File: src/hw/prs_consts.vh
// What this block does
// - reference pressure is a signed 16-bit value in low and high byte registers
// - reference pressure low byte reads zero after reset
// - reference pressure captured and applied only while a capture function is on
// - signed 16-bit pressure offset in low and high byte registers, host writable
// - interrupt source bit 7 reads 1 while boot runs, else 0
// - interrupt source bit 2 reads 1 when any interrupt event was generated
// - interrupt source bit 1 set on a low differential pressure event
// - interrupt source bit 0 set on a high differential pressure event
// - queue status two bit 7 is 1 when fill count reaches threshold, resets 0
// - bit 6 is 1 once queue full and a sample overwritten, resets 0
// - bit 5 is 1 when queue completely filled, nothing overwritten, resets 0
// - data status bit 5 set when new temperature overwrites an unread one
// - data status bit 4 set when new pressure overwrites an unread one
// - data status bit 1 set when a new temperature result is generated
// - data status bit 0 set when a new pressure result is generated
// - data status register refreshed once per output data rate period
// - pressure result is signed 24-bit over three bytes, low byte lowest address
// - with compare and captures off, result equals measured minus stored offset
// - rate zero plus single trigger starts one measurement, self-clears, refreshes status
`ifndef PRS_CONSTS_VH
`define PRS_CONSTS_VH
`define PRS_ADDR_REF_LOW 8'h15
`define PRS_ADDR_REF_HIGH 8'h16
`define PRS_ADDR_OFS_LOW 8'h18
`define PRS_ADDR_OFS_HIGH 8'h19
`define PRS_ADDR_INT_SRC 8'h24
`define PRS_ADDR_QSTAT_ONE 8'h25
`define PRS_ADDR_QSTAT_TWO 8'h26
`define PRS_ADDR_DSTAT 8'h27
`define PRS_ADDR_RES_LOW 8'h28
`define PRS_ADDR_RES_MID 8'h29
`define PRS_ADDR_RES_HIGH 8'h2A
`define PRS_ADDR_TEMP_HIGH 8'h2C
`define PRS_BIT_BOOT 7
`define PRS_BIT_IA 2
`define PRS_BIT_LOW 1
`define PRS_BIT_HIGH 0
`define PRS_BIT_QLEVEL 7
`define PRS_BIT_QOVER 6
`define PRS_BIT_QFILL 5
`define PRS_BIT_TOR 5
`define PRS_BIT_POR 4
`define PRS_BIT_TDA 1
`define PRS_BIT_PDA 0
`define PRS_RST_BYTE 8'h00
`define PRS_RST_WORD 16'h0000
`define PRS_RST_RESULT 24'h000000
`define PRS_RATE_ONESHOT 3'h0
`define PRS_SEL_LOW 2'h0
`define PRS_SEL_MID 2'h1
`define PRS_SEL_HIGH 2'h2
`endif

File: src/hw/prs_result_store.v
`timescale 1ns/1ps
`include "prs_consts.vh"
module prs_result_store (
  input wire clk,
  input wire rst,
  input wire wrEn,
  input wire [23:0] wrData,
  input wire rdEn,
  input wire [1:0] rdSel,
  output reg [7:0] rdByte_q
);
  reg [23:0] live_q;
  reg [15:0] shadow_q;
  always @(posedge clk)
  begin
    if (rst)
    begin
      live_q <= `PRS_RST_RESULT;
      shadow_q <= `PRS_RST_WORD;
      rdByte_q <= `PRS_RST_BYTE;
    end
    else
    begin
      if (wrEn)
        live_q <= wrData;
      if (rdEn)
      begin
        case (rdSel)
          `PRS_SEL_LOW:
          begin
            rdByte_q <= live_q[7:0];
            shadow_q <= live_q[23:8];
          end
          `PRS_SEL_MID: rdByte_q <= shadow_q[7:0];
          `PRS_SEL_HIGH: rdByte_q <= shadow_q[15:8];
          default: rdByte_q <= `PRS_RST_BYTE;
        endcase
      end
    end
  end
endmodule

File: src/hw/prs_result_status_regs.v
`timescale 1ns/1ps
`include "prs_consts.vh"
module prs_result_status_regs (
  input wire clk,
  input wire rst,
  input wire [7:0] regAddr,
  input wire regWrEn,
  input wire [7:0] regWrData,
  input wire regRdEn,
  output reg [7:0] regRdData_q,
  output reg regRdValid_q,
  input wire [2:0] outputRate,
  input wire singleMeasureTrigger,
  input wire zeroCaptureFunction,
  input wire refCaptureFunction,
  input wire thresholdCompareOn,
  input wire bootRunning,
  input wire lowEvent,
  input wire highEvent,
  input wire odrTick,
  input wire pressValid,
  input wire [23:0] measPress,
  input wire tempValid,
  input wire [7:0] queueCount,
  input wire queueLevelReached,
  input wire queueFull,
  input wire queueOverwrite,
  output reg measStart_q,
  output reg singleBusy_q,
  output reg [23:0] pressureResult_q
);
  function [23:0] sext16;
    input [15:0] v;
    begin
      sext16 = {{8{v[15]}}, v};
    end
  endfunction

  reg [15:0] refPress_q;
  reg [15:0] offset_q;
  reg captureArmed_q;
  reg lowFlag_q;
  reg highFlag_q;
  reg qLevel_q;
  reg qOver_q;
  reg qFill_q;
  reg [7:0] qCount_q;
  reg pendP_q;
  reg pendT_q;
  reg pDa_q;
  reg tDa_q;
  reg pOr_q;
  reg tOr_q;
  reg gotP_q;
  reg gotT_q;
  reg rdStage_q;
  reg resStage_q;
  reg [7:0] localByte_q;
  reg [7:0] localByte_d;
  reg [23:0] result_d;
  reg singleDone;
  reg refresh;
  reg isResult;
  reg [1:0] resSel;
  wire [7:0] resByte;

  wire captureOn = zeroCaptureFunction | refCaptureFunction;
  wire rdIntSrc = regRdEn && (regAddr == `PRS_ADDR_INT_SRC);
  wire rdPressHigh = regRdEn && (regAddr == `PRS_ADDR_RES_HIGH);
  wire rdTempHigh = regRdEn && (regAddr == `PRS_ADDR_TEMP_HIGH);

  // output value formation
  always @*
  begin
    if (captureOn)
      result_d = measPress - {refPress_q, `PRS_RST_BYTE};
    else if (thresholdCompareOn)
      result_d = measPress;
    else
      result_d = measPress - sext16(offset_q);
  end

  // single measurement completion
  always @*
  begin
    singleDone = singleBusy_q && (gotP_q || pressValid) && (gotT_q || tempValid);
    refresh = odrTick || singleDone;
  end

  // reference capture and offset
  always @(posedge clk)
  begin
    if (rst)
    begin
      refPress_q <= `PRS_RST_WORD;
      offset_q <= `PRS_RST_WORD;
      captureArmed_q <= 1'b0;
    end
    else
    begin
      if (!captureOn)
        captureArmed_q <= 1'b0;
      else if (!captureArmed_q && pressValid)
      begin
        refPress_q <= measPress[23:8];
        captureArmed_q <= 1'b1;
      end
      if (regWrEn && (regAddr == `PRS_ADDR_OFS_LOW))
        offset_q[7:0] <= regWrData;
      if (regWrEn && (regAddr == `PRS_ADDR_OFS_HIGH))
        offset_q[15:8] <= regWrData;
    end
  end

  // interrupt source and queue status
  always @(posedge clk)
  begin
    if (rst)
    begin
      lowFlag_q <= 1'b0;
      highFlag_q <= 1'b0;
      qLevel_q <= 1'b0;
      qOver_q <= 1'b0;
      qFill_q <= 1'b0;
      qCount_q <= `PRS_RST_BYTE;
    end
    else
    begin
      if (rdIntSrc)
      begin
        lowFlag_q <= 1'b0;
        highFlag_q <= 1'b0;
      end
      if (lowEvent)
        lowFlag_q <= 1'b1;
      if (highEvent)
        highFlag_q <= 1'b1;
      qLevel_q <= queueLevelReached;
      qOver_q <= queueFull && queueOverwrite;
      qFill_q <= queueFull && !queueOverwrite;
      qCount_q <= queueCount;
    end
  end

  // single measurement sequencing
  always @(posedge clk)
  begin
    if (rst)
    begin
      singleBusy_q <= 1'b0;
      measStart_q <= 1'b0;
      gotP_q <= 1'b0;
      gotT_q <= 1'b0;
    end
    else
    begin
      measStart_q <= 1'b0;
      if (singleBusy_q)
      begin
        if (pressValid)
          gotP_q <= 1'b1;
        if (tempValid)
          gotT_q <= 1'b1;
        if (singleDone)
        begin
          singleBusy_q <= 1'b0;
          gotP_q <= 1'b0;
          gotT_q <= 1'b0;
        end
      end
      else if (singleMeasureTrigger && (outputRate == `PRS_RATE_ONESHOT))
      begin
        singleBusy_q <= 1'b1;
        measStart_q <= 1'b1;
      end
    end
  end

  // data status flags, applied at each refresh
  always @(posedge clk)
  begin
    if (rst)
    begin
      pendP_q <= 1'b0;
      pendT_q <= 1'b0;
      pDa_q <= 1'b0;
      tDa_q <= 1'b0;
      pOr_q <= 1'b0;
      tOr_q <= 1'b0;
    end
    else
    begin
      if (refresh)
      begin
        pendP_q <= 1'b0;
        pendT_q <= 1'b0;
      end
      if (pressValid && !refresh)
        pendP_q <= 1'b1;
      if (tempValid && !refresh)
        pendT_q <= 1'b1;
      if (rdPressHigh)
      begin
        pDa_q <= 1'b0;
        pOr_q <= 1'b0;
      end
      if (rdTempHigh)
      begin
        tDa_q <= 1'b0;
        tOr_q <= 1'b0;
      end
      if (refresh && (pendP_q || pressValid))
      begin
        pDa_q <= 1'b1;
        if (pDa_q && !rdPressHigh)
          pOr_q <= 1'b1;
      end
      if (refresh && (pendT_q || tempValid))
      begin
        tDa_q <= 1'b1;
        if (tDa_q && !rdTempHigh)
          tOr_q <= 1'b1;
      end
    end
  end

  // pressure result register
  always @(posedge clk)
  begin
    if (rst)
      pressureResult_q <= `PRS_RST_RESULT;
    else if (pressValid)
      pressureResult_q <= result_d;
  end

  prs_result_store u_store (
    .clk(clk),
    .rst(rst),
    .wrEn(pressValid),
    .wrData(result_d),
    .rdEn(regRdEn && isResult),
    .rdSel(resSel),
    .rdByte_q(resByte)
  );

  // register read decode
  always @*
  begin
    localByte_d = `PRS_RST_BYTE;
    isResult = 1'b0;
    resSel = `PRS_SEL_LOW;
    case (regAddr)
      `PRS_ADDR_REF_LOW: localByte_d = refPress_q[7:0];
      `PRS_ADDR_REF_HIGH: localByte_d = refPress_q[15:8];
      `PRS_ADDR_OFS_LOW: localByte_d = offset_q[7:0];
      `PRS_ADDR_OFS_HIGH: localByte_d = offset_q[15:8];
      `PRS_ADDR_INT_SRC:
      begin
        localByte_d[`PRS_BIT_BOOT] = bootRunning;
        localByte_d[`PRS_BIT_IA] = lowFlag_q | highFlag_q;
        localByte_d[`PRS_BIT_LOW] = lowFlag_q;
        localByte_d[`PRS_BIT_HIGH] = highFlag_q;
      end
      `PRS_ADDR_QSTAT_ONE: localByte_d = qCount_q;
      `PRS_ADDR_QSTAT_TWO:
      begin
        localByte_d[`PRS_BIT_QLEVEL] = qLevel_q;
        localByte_d[`PRS_BIT_QOVER] = qOver_q;
        localByte_d[`PRS_BIT_QFILL] = qFill_q;
      end
      `PRS_ADDR_DSTAT:
      begin
        localByte_d[`PRS_BIT_TOR] = tOr_q;
        localByte_d[`PRS_BIT_POR] = pOr_q;
        localByte_d[`PRS_BIT_TDA] = tDa_q;
        localByte_d[`PRS_BIT_PDA] = pDa_q;
      end
      `PRS_ADDR_RES_LOW:
      begin
        isResult = 1'b1;
        resSel = `PRS_SEL_LOW;
      end
      `PRS_ADDR_RES_MID:
      begin
        isResult = 1'b1;
        resSel = `PRS_SEL_MID;
      end
      `PRS_ADDR_RES_HIGH:
      begin
        isResult = 1'b1;
        resSel = `PRS_SEL_HIGH;
      end
      default: localByte_d = `PRS_RST_BYTE;
    endcase
  end

  // two-stage read return
  always @(posedge clk)
  begin
    if (rst)
    begin
      rdStage_q <= 1'b0;
      resStage_q <= 1'b0;
      localByte_q <= `PRS_RST_BYTE;
      regRdData_q <= `PRS_RST_BYTE;
      regRdValid_q <= 1'b0;
    end
    else
    begin
      rdStage_q <= regRdEn;
      resStage_q <= isResult;
      if (regRdEn)
        localByte_q <= localByte_d;
      regRdValid_q <= rdStage_q;
      if (rdStage_q)
        regRdData_q <= resStage_q ? resByte : localByte_q;
    end
  end
endmodule

File: config.mk
export PLATFORM = sky130hd
export DESIGN_NAME = prs_result_status_regs
export DESIGN_NICKNAME = d
export VERILOG_FILES = /design/src/hw/prs_result_store.v /design/src/hw/prs_result_status_regs.v
export VERILOG_INCLUDE_DIRS = /design/src /design/src/hw
export SDC_FILE = /design/constraint.sdc
export NUM_CORES = 1
export LEC_CHECK = 0
export ABC_AREA = 1
export BUFFER_PORTS_ARGS = -buffer_cell sky130_fd_sc_hd__buf_4
export CORE_AREA = 4 4 180 182
export DETAILED_ROUTE_END_ITERATION = 6
export DIE_AREA = 0 0 184 186
export PLACE_DENSITY = 0.47
export SYNTH_ARGS = -nofsm -noshare
export SYNTH_HDL_FRONTEND = slang
export SYNTH_HIERARCHICAL = 1
export SYNTH_SLANG_ARGS = --single-unit
File: constraint.sdc
create_clock -name clk -period 2.5 [get_ports clk]
set_clock_uncertainty 0.15 [all_clocks]
set_input_delay 0.25 -clock clk [delete_from_list [all_inputs] [get_ports clk]]
set_output_delay 0.25 -clock clk [all_outputs]
set_load 0.1 [all_outputs]
==> flow_summary_export.csv <==
group,metric,value,unit
outcome,outcome,"completed",
floorplan,initial_core_util,29.0,%
logic_synthesis,async_flop_share,0,%
setup_path,crit_path_max_incr_delay,0.38,ns
logic_synthesis,muxShareOfSynthArea,0,%
sta,period_needed,2.41,ns
grt,grt_pass1_vias,8613,
logic_synthesis,synth-simple-area-share,32.7,%
place,gp_congestion,0.892,
setup_path,r2r-start,"offset_q[15]",
detailed_routing,drt-pass1-iter-count,6,
detailed_routing,ant_nets,0,
logic_synthesis,synthFlopType,"dfxtp_1",
floorplan,row_count,64,
power_and_ir_drop,vdd_drop_max,0.000490,V
floorplan,die_h,186,microns
logic_synthesis,synth_compound_area_share,15.7,%
grt,grt.total_usage,17.7,%
finish,areaGrowthSynthToFinish,28.5,%
run,maxCapViolations,0,
grt,grt_pass1_wl,47400,microns
setup_path,endpoint_kind,"register",
min_path,holdPathStages,3,
logic_synthesis,avgSynthCellArea,6.35,sq um
finish,fillCellCount,3368,
setup_path,cp_slowest_cell,"ha_4",
sta,slew_headroom,60.5,%
clocking,cts-root-buf,"clkbuf_16",
finish,design_area,11400,sq um
setup_path,path_cells,"clkinvlp_4, ha_4, nand2_2, nor2_2, inv_1, nor3_1, nand2_1, nand3_1, nand3_1, nand2_2, nand2_1, nand2_1, a21oi_1",
finish,drive_above_1_share,17.6,%
logic_synthesis,synth-edff-count,0,
logic_synthesis,ys_seq_area_share,33.2,%
clocking,worst_skew_pair.late_latency,0.43,ns
place,dp_hpwl,23700,microns
place,placed_cell_area,10100,sq um
power_and_ir_drop,power,6830,uW
grt,grt-ovfl-total,0,
detailed_routing,wl_per_cell,15.7,microns
floorplan,dieArea,34200,sq um
sta,tightest_slew,0.590,ns
setup_path,worstReg2RegEnd,"u_store/live_q[18]",
clocking,clockBufferDepth,2,
sta,finalCritPeriodShare,96.4,%
finish,n_antenna_cell,0,
sta,rsz0062_at_grt,"true",
logic_synthesis,syn_area,8870,sq um
sta,finalMaxSlewViolations,0,
clocking,cts_htree_levels,4,
logic_synthesis,yosys_warnings,6,
floorplan,num_io_pins,103,
logic_synthesis,synth-seq-cells,147,
detailed_routing,initialDrtViolationCount,632,
floorplan,core-area,30600,sq um
logic_synthesis,synth_nets,1506,
logic_synthesis,syn-instance-count,1398,
clocking,cts_sinks,147,
sta,final-hold-violation-count,0,
min_path,worstHoldPathType,"in2reg",
setup_path,critPathMaxFanout,5,
sta,setup_violations,0,
setup_path,critPathLaunchType,"register",
logic_synthesis,synthAdderAreaFrac,5.81,%
power_and_ir_drop,leakagePower,0.00530,uW
detailed_routing,drcViolationCount,0,
floorplan,dieWidth,184,microns
detailed_routing,avgViaCountPerCell,4.67,
clocking,clkTransAtPathRegs,0.07,ns
clocking,cts_tree,"done",
grt,antenna_found_initial,0,
setup_path,crit_top_cell,"nand2_1",
setup_path,crit_required,2.64,ns
clocking,numCtsBuffers,17,
sta,fin_setup_tns,0,ns
setup_path,r2r_cells,13,
logic_synthesis,synth_xor_area_share,1.09,%
min_path,hp-start,"measPress[8]",
sta,fmax,0.415,GHz
logic_synthesis,synth_cell_types,46,
place,portBuffers,102,
power_and_ir_drop,power.density,599,nW/um^2
setup_path,path_delay_family,"simple AND/OR/NAND/NOR gates",
setup_path,r2r_slack,0.09,ns
min_path,hold_path_end,"refPress_q[0]",
detailed_routing,drt-total-wl,30600,microns
finish,finalNetCount,1656,
logic_synthesis,synth_top_family_by_area,"simple AND/OR/NAND/NOR gates",
setup_path,worstSetupPathType,"reg2reg",
setup_path,path_depth,13,
detailed_routing,dr_total_vias,9125,
grt,grt_max_degree,102,
setup_path,crit_buf_inv,2,
setup_path,arrival,2.55,ns
==> worst max-delay path by stage <==
stage / from / endpoint / slack, ns
2_1_floorplan: offset_q[0] / u_store/live_q[8] / 0.44
5_1_grt: offset_q[15] / pressureResult_q[20] / -0.04
3_5_place_dp: measPress[0] / u_store/live_q[6] / -0.002
4_1_cts: offset_q[15] / u_store/live_q[20] / 0.06
3_3_place_gp: measPress[0] / u_store/live_q[6] / 0.01
6_report: offset_q[15] / u_store/live_q[18] / 0.09
==> worst register-to-register path, stage by stage (launching register included) <==
cell        delay [ns]
dfxtp_4           0.37
clkinvlp_4        0.24
ha_4              0.38
nand2_2           0.10
nor2_2            0.13
inv_1             0.07
nor3_1            0.14
nand2_1           0.14
nand3_1           0.10
nand3_1           0.11
nand2_2           0.13
nand2_1           0.06
nand2_1           0.08
a21oi_1           0.06
==> power breakdown <==
| part | internal [uW] | switching (uW) | total [uW] | leakage [uW] |
|---|---|---|---|---|
| combinational | 523 | 1090 | 1610 | 0.00381 |
| clock | 1620 | 1050 | 2670 | 0.000288 |
| sequential | 2470 | 75.0 | 2540 | 0.00121 |
==> per-layer routing <==
layer  global-route usage (%)  routed length [microns]  vias up
met3                     2.15                     1060       29
met5                        0                        0        -
met1                     24.6                    14700     4154
li1                         -                        -     4759
met2                     29.0                    14300      183
met4                     5.15                      541        0
==> layout by cell type (no fill, tap or decap), drive strengths merged, types with 35 or more instances in the layout <==
cell type,instances
dfxtp,147
a21oi,145
inv,204
buf,139
o21ai,83
nor2,170
nand2,399
dlygate4sd3,35
nand3,95
ha,38
==> registers in the layout, summed over array words and instances (netlist names), 8 cells and up <==
name,cells
u_store/live_q,24
u_store/shadow_q,16
qCount_q,8
localByte_q,8
offset_q,16
regRdData_q,8
refPress_q,16
pressureResult_q,24
u_store/rdByte_q,8
==> synthesized netlist by cell type (4+ instances only) <==
library cell	count	share of area (%)
a211oi_1	10	0.85
nand3_1	92	5.2
buf_2	6	0.34
o21ai_0	76	4.3
o21ai_1	6	0.34
nor2_2	6	0.42
nor3_1	13	0.73
nor2_1	161	6.8
clkbuf_8	4	0.62
nand2_1	385	16
a21oi_1	135	7.6
inv_1	198	8.4
inv_2	5	0.21
clkbuf_1	26	1.1
o22ai_1	6	0.42
dfxtp_1	147	33
xor2_1	9	0.89
a21oi_2	10	0.99
nand2_2	13	0.92
nand4_1	11	0.78
ha_1	38	5.4
==> layout make-up <==
cell class              instances  area, sq um  share of cell area, %
clock inverters                11          153                   1.34
multi-input cells            1002         5170                   45.3
inverters                     205          778                   6.82
repair inverters                1         7.51                 0.0658
repair buffers                174         1410                   12.3
well taps                     396          495                   4.34
flip-flops and latches        147         2950                   25.8
clock buffers                  19          453                   3.97
==> per-stage QoR <==
| step | utilization [%] | hold WS (ns) | worst slack, ns | std cells |
|---|---|---|---|---|
| 6_report | 37.3 | 0.0256 | 0.0903 | 1955 |
| 5_1_grt | 37.3 | 0.0416 | -0.0439 | 1955 |
| 4_1_cts | 36.2 | 0.00521 | 0.0646 | 1949 |
| 3_5_place_dp | 33.1 | 0.273 | -0.00249 | 1884 |
| 3_3_place_gp | 33.1 | 0.269 | 0.0111 | 1884 |
| 2_1_floorplan | - | 0.172 | 0.440 | 1398 |
==> logic make-up (layout without fill, tap and decap cells) <==
group                      count (synthesis)  after routing
DFF                                      147            147
AOI/OAI and AO/OA                        256            256
xor gates and xnor gates                  11             11
adders and majority gates                 40             40
buffers and inverters                    249            410
and+or+nand+nor                          695            695
==> repair_timing <==
action	in CTS	in global routing
gates resized for setup	0	69
hold endpoints to repair	40	0
endpoints found under the setup margin	0	27
buffers inserted	0	5
hold buffers	35	0
No activity file was read; power rests on OpenSTA's default activity.
